File: config.mk
export PLATFORM = sky130hd
export DESIGN_NAME = fic_top
export DESIGN_NICKNAME = d
export VERILOG_FILES = /design/src/rtl/fic_pkg.sv /design/src/rtl/fic_chan_if.sv /design/src/rtl/fic_front.sv /design/src/rtl/fic_top.sv /design/src/rtl/fic_wdog.sv
export SDC_FILE = /design/constraint.sdc
export NUM_CORES = 1
export LEC_CHECK = 0
export BUFFER_PORTS_ARGS = -buffer_cell sky130_fd_sc_hd__buf_4
export CORE_MARGIN = 10
export CORE_UTILIZATION = 50
export DETAILED_ROUTE_END_ITERATION = 8
export GPL_ROUTABILITY_DRIVEN = 1
export PLACE_DENSITY = 0.72
export SLEW_MARGIN = 20
export SYNTH_ARGS = -nofsm -noshare
export SYNTH_HDL_FRONTEND = slang
export SYNTH_SLANG_ARGS = --single-unit
File: constraint.sdc
create_clock -name sys_clk -period 19.19 [get_ports sys_clk]
set_clock_uncertainty 0.15 [all_clocks]
set_input_delay 2.8785 -clock sys_clk [delete_from_list [all_inputs] [get_ports sys_clk]]
set_output_delay 2.8785 -clock sys_clk [all_outputs]
set_load 0.01 [all_outputs]
File: src/rtl/fic_pkg.sv
// constants and types shared by the flag and channel control block
// assumes one 10 MHz system clock and a 7-bit register address space
package fic_pkg;
  localparam int NCH = 4;
  localparam int ADDR_W = 7;
  localparam int DATA_W = 16;
  localparam logic [6:0] FLAG_ADDR = 7'h00;
  localparam logic [3:0][6:0] CTRL_ADDR = {7'h13, 7'h0d, 7'h07, 7'h01};
  localparam logic [3:0][6:0] DATA_ADDR = {7'h23, 7'h21, 7'h1f, 7'h1d};
  localparam int MF_LSB = 8;
  localparam int ACK_LSB = 12;
  localparam int IRQ_W = 12;
  localparam int CTRL_W = 5;
  localparam int STAT_W = 11;
  localparam int STAT_LSB = 5;
  localparam int PIN_DIR_BIT = 4;
  localparam int SH_SRC_BIT = 3;
  localparam int TIME_SEL_BIT = 2;
  localparam int FMT_LSB = 0;
  localparam logic [15:0] FLAG_RST = 16'h0000;
  localparam logic [4:0] CTRL_RST = 5'h00;
  localparam logic [10:0] STAT_RST = 11'h000;
  localparam int unsigned SYS_CLK_HZ = 10_000_000;
  // watchdog trips when the modulator clock runs below sys_clk / WD_RATIO
  localparam int unsigned WD_RATIO = 64;
  localparam int unsigned WD_LIMIT = WD_RATIO;
  localparam int WD_W = 7;
  typedef enum logic [1:0] {
    FMT_1X = 2'b00,
    FMT_HALF = 2'b01,
    FMT_MAN = 2'b10,
    FMT_DBL = 2'b11
  } fic_fmt_t;
endpackage

File: src/rtl/fic_chan_if.sv
// one channel's link between the register bank and its input front end
// assumes both ends run on sys_clk
`timescale 1ns/10ps
interface fic_chan_if;
  fic_pkg::fic_fmt_t fmt;
  logic pin_dir;
  logic sh_src;
  logic time_sel;
  logic filt_upd;
  logic div_tick;
  logic dbit;
  logic dstb;
  logic edge_seen;
  logic [15:0] tval;
  logic tstb;
  logic [10:0] man_per;
  logic clk_out;
  logic clk_oe;
  modport ctl (output fmt, pin_dir, sh_src, time_sel, filt_upd, div_tick,
    input dbit, dstb, edge_seen, tval, tstb, man_per, clk_out, clk_oe);
  modport fe (input fmt, pin_dir, sh_src, time_sel, filt_upd, div_tick,
    output dbit, dstb, edge_seen, tval, tstb, man_per, clk_out, clk_oe);
endinterface

File: src/rtl/fic_front.sv
// input format decode, clock pin driver and time measure for one channel
// assumes pins are synchronous to sys_clk
`timescale 1ns/10ps
module fic_front #(
  parameter int unsigned MAN_MIN = 6
) (
  input wire logic sys_clk,
  input wire logic rst,
  fic_chan_if.fe ch,
  input wire logic mclk_in,
  input wire logic mdat,
  input wire logic sample_hold_a,
  input wire logic sample_hold_b
);
  typedef struct packed {
    logic clk_q;
    logic dat_q;
    logic sh_q;
    logic phase;
    logic clk_out;
    logic clk_oe;
    logic dbit;
    logic dstb;
    logic edge_seen;
    logic [10:0] man_cnt;
    logic [10:0] man_per;
    logic [15:0] tcnt;
    logic [15:0] tval;
    logic tstb;
  } fic_fe_st_t;
  fic_fe_st_t st, nx;
  logic cur_clk, rise, fall, dedge, sh_sel, sh_rise;

  // own divided clock is used when the pin is driven out
  assign cur_clk = ch.pin_dir ? st.clk_out : mclk_in;
  assign rise = cur_clk & ~st.clk_q;
  assign fall = ~cur_clk & st.clk_q;
  assign dedge = mdat ^ st.dat_q;
  assign sh_sel = ch.sh_src ? sample_hold_b : sample_hold_a;
  assign sh_rise = sh_sel & ~st.sh_q;

  always_comb begin
    nx = st;
    nx.clk_q = cur_clk;
    nx.dat_q = mdat;
    nx.sh_q = sh_sel;
    nx.clk_oe = ch.pin_dir;
    if (ch.pin_dir && ch.div_tick) begin
      nx.clk_out = ~st.clk_out;
    end
    nx.dstb = 1'b0;
    nx.tstb = 1'b0;
    nx.edge_seen = (ch.fmt == fic_pkg::FMT_MAN) ? dedge : rise;
    if (st.man_cnt != 11'h7ff) begin
      nx.man_cnt = st.man_cnt + 11'h001;
    end
    case (ch.fmt)
      fic_pkg::FMT_1X: begin
        if (rise) begin
          nx.dbit = mdat;
          nx.dstb = 1'b1;
        end
      end
      fic_pkg::FMT_HALF: begin
        if (rise || fall) begin
          nx.dbit = mdat;
          nx.dstb = 1'b1;
        end
      end
      fic_pkg::FMT_DBL: begin
        if (rise) begin
          nx.phase = ~st.phase;
          nx.dstb = st.phase;
          nx.dbit = st.phase ? mdat : st.dbit;
        end
      end
      fic_pkg::FMT_MAN: begin
        // short gaps are bit-boundary edges and carry no data
        if (dedge && st.man_cnt >= 11'(MAN_MIN)) begin
          nx.dbit = mdat;
          nx.dstb = 1'b1;
          nx.man_per = st.man_cnt;
          nx.man_cnt = 11'h000;
        end
      end
      default: begin
        nx.dstb = 1'b0;
      end
    endcase
    if (st.tcnt != 16'hffff) begin
      nx.tcnt = st.tcnt + 16'h0001;
    end
    if (!ch.time_sel && ch.filt_upd) begin
      nx.tcnt = 16'h0000;
    end
    if (sh_rise) begin
      nx.tval = st.tcnt;
      nx.tstb = 1'b1;
      if (ch.time_sel) begin
        nx.tcnt = 16'h0000;
      end
    end
  end

  always_ff @(posedge sys_clk or posedge rst) begin
    if (rst) begin
      st <= '0;
    end else begin
      st <= nx;
    end
  end

  assign ch.dbit = st.dbit;
  assign ch.dstb = st.dstb;
  assign ch.edge_seen = st.edge_seen;
  assign ch.tval = st.tval;
  assign ch.tstb = st.tstb;
  assign ch.man_per = st.man_per;
  assign ch.clk_out = st.clk_out;
  assign ch.clk_oe = st.clk_oe;
endmodule

File: src/rtl/fic_top.sv
// flag register and four channel control registers with their front ends
// assumes host bus strobes are one cycle, synchronous to sys_clk
//
// The address-and-strobe port is this design's own decision.
`timescale 1ns/10ps

// Functional notes
// - one flag word at offset zero, twelve event flags plus four new-data flags
// - high flag set while enabled comparator output is at or above high threshold
// - low flag set while enabled comparator output is at or below low threshold
// - reading flags clears only those whose source has gone away
// - bits 11..8 hold modulator failure flags, channel 4 highest
// - bits 15..12 hold new-data flags, channel 4 highest
// - a new-data flag clears on its data word read, not flag read
// - channel control words sit at offsets 0x01, 0x07, 0x0d, 0x13
// - bits 15..5 of control are read-only decoder calibration status
// - bit 4 makes clock pin an input or driven divider output
// - bit 3 picks sample-hold signal a or b
// - time mode 0 measures filter update to latest sample-hold rise
// - time mode 1 measures between two sample-hold rises
// - format 00 takes one bit per modulator clock
// - format 01 takes two bits per modulator clock
// - format 10 decodes a Manchester stream
// - format 11 takes one bit every two modulator clocks
// - watchdog flags a modulator clock slower than sys_clk over 64
// - interrupt pin active while any event flag is set, polarity selectable
// - new-data pin active while any new-data flag is set, polarity selectable
// - new-data flag never sets while its enable is low
module fic_top #(
  parameter int unsigned CLK_DIV = 4,
  parameter int unsigned MAN_MIN = 6,
  parameter int unsigned WD_LIMIT = fic_pkg::WD_LIMIT
) (
  input wire logic sys_clk,
  input wire logic rst,
  input wire logic [6:0] reg_addr,
  input wire logic [15:0] reg_wdata,
  input wire logic reg_wr,
  input wire logic reg_rd,
  output logic [15:0] reg_rdata,
  input wire logic [3:0][15:0] cmp_val,
  input wire logic [3:0][15:0] thr_high,
  input wire logic [3:0][15:0] thr_low,
  input wire logic [3:0] high_irq_en,
  input wire logic [3:0] low_irq_en,
  input wire logic [3:0] mod_fail_irq_en,
  input wire logic irq_master_en,
  input wire logic [3:0] new_data_flag_enable,
  input wire logic [3:0] filt_upd,
  input wire logic interrupt_polarity,
  input wire logic new_data_pin_polarity,
  input wire logic [3:0] modulator_clock_pin_in,
  output logic [3:0] modulator_clock_pin_out,
  output logic [3:0] modulator_clock_pin_oe,
  input wire logic [3:0] mod_data,
  input wire logic sample_hold_a,
  input wire logic sample_hold_b,
  output logic [3:0] mod_bit,
  output logic [3:0] mod_bit_stb,
  output logic [3:0][15:0] time_val,
  output logic [3:0] time_stb,
  output logic int_pin,
  output logic new_data_pin
);
  typedef struct packed {
    logic [15:0] flags;
    logic [3:0][4:0] ctrl;
    logic [3:0][10:0] mstat;
    logic [15:0] rdata;
    logic int_pin;
    logic ack_pin;
    logic [7:0] div_cnt;
    logic div_tick;
  } fic_top_st_t;

  fic_top_st_t st, nx;
  fic_chan_if ch_if[fic_pkg::NCH] ();

  logic [3:0] hi_src;
  logic [3:0] lo_src;
  logic [3:0] mf_src;
  logic [3:0] wd_fail;
  logic [3:0] ack_set;
  logic [3:0] data_rd;
  logic [3:0] ctrl_wr;
  logic [3:0] ctrl_rd;
  logic [3:0][10:0] man_per;
  logic [11:0] src12;
  logic flag_rd;
  logic [4:0] wlow;
  logic any_irq;
  logic any_ack;

  assign flag_rd = reg_rd && (reg_addr == fic_pkg::FLAG_ADDR);
  assign wlow = reg_wdata[4:0];
  assign any_irq = |st.flags[11:0];
  assign any_ack = |st.flags[15:12];

  genvar g;
  generate
    for (g = 0; g < fic_pkg::NCH; g++) begin : g_ch
      // comparator values and thresholds are two's complement
      assign hi_src[g] = irq_master_en && high_irq_en[g] &&
        ($signed(cmp_val[g]) >= $signed(thr_high[g]));
      assign lo_src[g] = irq_master_en && low_irq_en[g] &&
        ($signed(cmp_val[g]) <= $signed(thr_low[g]));
      assign mf_src[g] = irq_master_en && mod_fail_irq_en[g] && wd_fail[g];
      assign src12[2*g] = hi_src[g];
      assign src12[2*g+1] = lo_src[g];
      assign src12[fic_pkg::MF_LSB+g] = mf_src[g];
      assign ack_set[g] = filt_upd[g] && new_data_flag_enable[g];
      assign data_rd[g] = reg_rd && (reg_addr == fic_pkg::DATA_ADDR[g]);
      assign ctrl_wr[g] = reg_wr && (reg_addr == fic_pkg::CTRL_ADDR[g]);
      assign ctrl_rd[g] = reg_rd && (reg_addr == fic_pkg::CTRL_ADDR[g]);
      assign man_per[g] = ch_if[g].man_per;

      assign ch_if[g].fmt = fic_pkg::fic_fmt_t'(st.ctrl[g][1:0]);
      assign ch_if[g].pin_dir = st.ctrl[g][fic_pkg::PIN_DIR_BIT];
      assign ch_if[g].sh_src = st.ctrl[g][fic_pkg::SH_SRC_BIT];
      assign ch_if[g].time_sel = st.ctrl[g][fic_pkg::TIME_SEL_BIT];
      assign ch_if[g].filt_upd = filt_upd[g];
      assign ch_if[g].div_tick = st.div_tick;

      fic_front #(
        .MAN_MIN(MAN_MIN)
      ) u_front (
        .sys_clk(sys_clk),
        .rst(rst),
        .ch(ch_if[g]),
        .mclk_in(modulator_clock_pin_in[g]),
        .mdat(mod_data[g]),
        .sample_hold_a(sample_hold_a),
        .sample_hold_b(sample_hold_b)
      );

      fic_wdog #(
        .LIMIT(WD_LIMIT)
      ) u_wdog (
        .sys_clk(sys_clk),
        .rst(rst),
        .edge_seen(ch_if[g].edge_seen),
        .fail(wd_fail[g])
      );

      // these outputs come straight from front-end flip-flops
      assign mod_bit[g] = ch_if[g].dbit;
      assign mod_bit_stb[g] = ch_if[g].dstb;
      assign time_val[g] = ch_if[g].tval;
      assign time_stb[g] = ch_if[g].tstb;
      assign modulator_clock_pin_out[g] = ch_if[g].clk_out;
      assign modulator_clock_pin_oe[g] = ch_if[g].clk_oe;
    end
  endgenerate

  always_comb begin
    nx = st;
    // set wins over the read clear: a live source keeps its flag
    if (flag_rd) begin
      nx.flags[11:0] = src12;
    end else begin
      nx.flags[11:0] = st.flags[11:0] | src12;
    end
    // flag read leaves new-data bits alone
    nx.flags[15:12] = (st.flags[15:12] & ~data_rd) | ack_set;
    for (int c = 0; c < fic_pkg::NCH; c++) begin
      if (ctrl_wr[c]) begin
        nx.ctrl[c] = reg_wdata[4:0];
      end
      if (st.ctrl[c][1:0] == fic_pkg::FMT_MAN) begin
        nx.mstat[c] = man_per[c];
      end
    end
    nx.rdata = 16'h0000;
    if (flag_rd) begin
      nx.rdata = st.flags;
    end
    for (int c = 0; c < fic_pkg::NCH; c++) begin
      if (ctrl_rd[c]) begin
        nx.rdata = {st.mstat[c], st.ctrl[c]};
      end
    end
    nx.int_pin = any_irq ^ interrupt_polarity;
    nx.ack_pin = any_ack ^ new_data_pin_polarity;
    // one divider feeds every channel that drives its clock pin
    if (st.div_cnt >= 8'(CLK_DIV - 1)) begin
      nx.div_cnt = 8'h00;
      nx.div_tick = 1'b1;
    end else begin
      nx.div_cnt = st.div_cnt + 8'h01;
      nx.div_tick = 1'b0;
    end
  end

  always_ff @(posedge sys_clk or posedge rst) begin
    if (rst) begin
      st.flags <= fic_pkg::FLAG_RST;
      st.ctrl <= {fic_pkg::NCH{fic_pkg::CTRL_RST}};
      st.mstat <= {fic_pkg::NCH{fic_pkg::STAT_RST}};
      st.rdata <= 16'h0000;
      st.int_pin <= 1'b0;
      st.ack_pin <= 1'b0;
      st.div_cnt <= 8'h00;
      st.div_tick <= 1'b0;
    end else begin
      st <= nx;
    end
  end

  assign reg_rdata = st.rdata;
  assign int_pin = st.int_pin;
  assign new_data_pin = st.ack_pin;

  generate
    for (g = 0; g < fic_pkg::NCH; g++) begin : g_chk

    end
  endgenerate
endmodule

File: src/rtl/fic_wdog.sv
// modulator clock watchdog for one channel
// assumes edge_seen is a one-cycle pulse per modulator clock rise, or per data edge in Manchester format
`timescale 1ns/10ps
module fic_wdog #(
  parameter int unsigned LIMIT = fic_pkg::WD_LIMIT
) (
  input wire logic sys_clk,
  input wire logic rst,
  input wire logic edge_seen,
  output logic fail
);
  typedef struct packed {
    logic [6:0] cnt;
    logic fail;
  } fic_wd_st_t;
  fic_wd_st_t st, nx;

  always_comb begin
    nx = st;
    if (edge_seen) begin
      nx.cnt = 7'h00;
      nx.fail = 1'b0;
    end else if (st.cnt == 7'(LIMIT - 1)) begin
      nx.fail = 1'b1;
    end else begin
      nx.cnt = st.cnt + 7'h01;
    end
  end

  always_ff @(posedge sys_clk or posedge rst) begin
    if (rst) begin
      st <= '0;
    end else begin
      st <= nx;
    end
  end

  assign fail = st.fail;
endmodule

# --- Word level (Yosys, flattened, before mapping) ---
# Cells that the tools add are included.
classes:
  n_eq_ne: 56
  reduce_logical: 84
  muxes: 83
  order_cmp: 13
  add_sub_neg: 13
  bitwise: 42
ops:
  columns: ["cell", "n"]
  rows:
  - ["$mux 16", 17]
  - ["$mux 22", 8]
  - ["$mux 33", 4]
  - ["$add 16x1->16 const B", 4]
  - ["$ge 16x16->1", 4]
  - ["$le 16x16->1", 4]
  - ["$ne 16x16->1 const B", 4]
  - ["$logic_and 1x1->1", 53]
  - ["$add 11x1->11 const B", 4]
  - ["$ge 11x3->1 const B", 4]
  - ["$mux 11", 4]
  - ["$ne 11x11->1 const B", 4]
  - ["$eq 7x6->1 const B", 6]
  - ["$ne 2x1->1 const B", 20]
  - ["$mux 2", 16]
  - ["$mux 8", 4]
  - ["$pmux 2 s4", 4]
  - ["$add 7x1->7 const B", 4]
  - ["$mux 7", 4]
  - ["$eq 7x5->1 const B", 3]
  - ["$mux 1", 20]
  - ["$not 1->1", 20]
  - ["$reduce_and 5->1", 4]
  - ["$eq 2x2->1 const B", 8]
  - ["other kinds (23)", 64]
word_totals:
  elab_cells: 369
  in_bits: 252
  out_inout_bits: 102
  ff_bits: 395

# --- Depth between registers and ports, before layout ---
logic_depth:
  word_depth: 7
  ltp_mapped: 9
  mapped_depth_nobuf: 8

# --- Cells and area by module ---
# From an unflattened synthesis, not the netlist that was laid out.
unflattened:
  hier_cells: 2095
  hier_area_um2: 22422.8
modules_own_cells:
  columns: ["mod", "cells_each", "area_per_inst_um2", "n_inst", "seq_area_each_um2"]
  rows:
  - ["fic_front", 288, 3255.6, 4, 1601.5]
  - ["fic_top", 799, 7813.7, 1, 2677.6]
  - ["fic_wdog", 36, 396.6, 4, 200.2]

# --- Worst setup path after synthesis ---
# No wires, ideal clock.
synth_path:
  kind: "input to register"
  from: "input port thr_high[31] (netlist bit)"
  to: "register st[93] (netlist bit)"
  setup_ns: 0.130
  stages: 8
  arrival_time_ns: 4.241
  path_slack_ns: 14.669
  path_buffers: 0
  required_time_ns: 18.910
  cell_sequence: "inv_1 -> ha_1 -> and3_1 -> nand3_1 -> a21oi_1 -> a2111oi_0 -> mux2i_1 -> o211ai_1"
synth_lines:
  columns: ["item", "line", "text"]
  rows:
  - ["start, declared", "fic_top.sv:42", "input wire logic [3:0][15:0] thr_high,"]
  - ["end signal, assigned", "fic_top.sv:205", "st <= nx;"]
  - ["end, declared", "fic_top.sv:76", "fic_top_st_t st, nx;"]

==> metrics <==
post-cts repair resize count=0; initial antenna violation count=7; Routed wire per std cell=18.6 µm; worst path cell trace=buf_4, inv_8, buf_4, buf_4; WHS Endpoint=st[1]; most frequent cells in the layout=395 x dfrtp_1, 354 x buf_4, 190 x mux2_2; post-synth top area cell=dfrtp_1; EDFF count, synth=0; drc violations=0; met2 Track Usage GR=34.1%; critical path capture point type=asynchronous set/reset pin; Setup CP Type=in2async; max_slew headroom=28.6%; Seq cells post-synth=395; post-route setup slack=14.40 ns; Tmin final=4.79 ns; die area=49700 µm²; outcome=finished clean; ys flop type=dfrtp_1; met3 global-route usage=5.10%; Rows=74; GPL Wtd Cong=0.888; vias=14.8k; die width=223 µm; post-CTS setup buffers=0; Area growth syn-to-layout=18.4%; syn avg cell area=10.7 µm²; Critical Path Fanout Max=133; H-tree depth=2; nets=2573; Hold Buf Count CTS=0; Slowest cell on crit path=buf_4; CTS Root Cell=clkbuf_16; post-synthesis sequential area ratio=48.0%; layout cell share with drive strength beyond 1=28.3%; yosys warns=0; Place WS=13.69 ns; first-pass GRT wire length=81300 µm; FMAX=209 MHz; met1 Usage GRT=24.2%; post-route ant nets=0; iteration-0 DRC count of the detailed router=962; clock tree buffer depth=3; cts bufs inserted=43; pin count of the biggest net entering global routing=134; pwr dens=100 nW/µm²; reg-to-reg setup timing slack=16.40 ns; Die H=223 µm; Max-Cap Viols=0; Cells after Synth=1917; worst skew pair latency=0.58 ns; vias in the first global route=15.5k; Num Clock Sinks=395; post-synthesis cell area=20600 µm²; GRT Util Overall=20.1%; initial core utilization=50.6%; top-area cell type share of the netlist area=48.0%; WP data arrival=5.27 ns; vias per std cell=5.41; CP bufs+invs=4; hpwl dp=39400 µm; worst hold stages=1; FFs w/ async S/R, synth=100%; CP Launch Type=input pin; final setup fails=0; Final Cycle Share=25.0%; commonest non-fill, non-tap cell in the layout=dfrtp_1; most frequent CP cell=buf_4; Total Neg Setup Slack=0 ns; CTS clk-pin slew, worst paths=0.06 ns; VDD IR-drop max=70.4 µV; Slew @ Worst Pin=1.07 ns; CP delay by family, top=buffers and inverters; Crit. path cell count=4; Worst path max stage delay=0.88 ns; LEAKAGE=12.2 nW; Hold Path Class=reg2reg; FF-to-FF path depth=3; hold path startpoint=st[1]; CTS tree=built; Slew Viols, Final=0; number of distinct library cells after synthesis=64; number of primary I/O pins=354; drt pass-1 iters=5; CP Data Required Time=19.67 ns; GR peak layer=met2; setup repair after global routing missed its margin=false; Total Wirelength=50900 µm; Worst R2R Start=ch_if[0].fmt[1]; Port Buffer Count=342; top cells by area, synth=dfrtp_1 48%, mux2_2 10%, ha_1 9.1%, buf_4 3.6%, nor2_1 3.0%; final hold viol count=0; R2R Path End=g_ch[0].u_front.ch.man_per[6]; grt total ovfl=0; Core Area=40700 µm²
## synthesized netlist by cell type (all sizes together) (17+ instances only)
cell,count
buf,123
xnor2,41
o21ai,29
dfrtp,395
nand2,106
clkbuf,26
and3,19
nand4,49
mux2,190
a22oi,23
xor2,58
nor2,166
nand3,73
nor2b,17
nor3,39
a21oi,64
ha,149
nor4,17
inv,158
a21o,21
## through the flow
step	total power [mW]	utilization (%)	hold WS [ns]	instance area [µm²]	std cells
6_report	2.45	59.9	0.281	24400	2738
5_1_grt	2.59	59.9	0.321	24400	2738
4_1_cts	2.47	59.9	0.285	24400	2736
3_5_place_dp	1.65	56.4	0.277	23000	2659
3_3_place_gp	1.62	56.4	0.269	23000	2659
2_1_floorplan	1.48	-	0.258	20600	1922
## how the worst max path moves through the flow
stage          slack [ns]  start                       endpoint
6_report            14.40    rst                         st[69]
5_1_grt             13.99    rst                         st[93]
3_5_place_dp        13.69    rst  g_ch[1].u_front.ch.man_per[1]
2_1_floorplan        5.18    rst              ch_if[0].div_tick
4_1_cts             14.28    rst   g_ch[0].u_front.ch.edge_seen
3_3_place_gp        13.72    rst  g_ch[1].u_front.ch.man_per[1]
## layer usage
metal,vias to the layer above,wire (µm)
li1,7113,-
met3,94,3140
met4,8,1560
met2,316,25200
met1,7281,20900
met5,-,69
## cells by family (layout without fill, tap and decap cells)
kind of cell    after synthesis  after routing  synth area share [%]
simple gates                540            540                  12.8
flops                       395            395                  48.0
buf+inv                     307            589                  7.66
compound gates              222            222                  7.19
mux                         204            204                  11.1
fa+ha+maj                   149            149                  9.05
xor+xnor                     99             99                  4.21
other cells                   1              8                0.0182
## state kept, by name (all words and copies together) (netlist names), 8 cells and up
register and flops:
st 68, g_ch.u_wdog.st 28, g_ch.u_front.st 124, g_ch.u_front.ch.tval 64, ch_if.fmt 8, reg_rdata 16, g_ch.u_front.ch.man_per 44
## worst register-to-register path, cell delays in order, from the launching register on
cell and delay [ns]:
dfrtp_1 0.56, nor2b_2 0.64, and3_1 0.88, mux2_2 0.42
## area by class of cell
class	instances	area, µm²
diodes	2	5.00
inverters	158	601
flip-flops and latches	395	9880
fillers	3417	16300
well taps	532	666
repair buffers	354	2660
clock inverters	13	148
clock buffers	64	1260
multi-input cells	1220	9170
## power breakdown
part	internal, mW	switching [mW]
logic	0.252	0.207
clock network	0.474	0.338
registers	1.01	0.164
total	1.74	0.710
No activity file was read; power rests on OpenSTA's default activity.
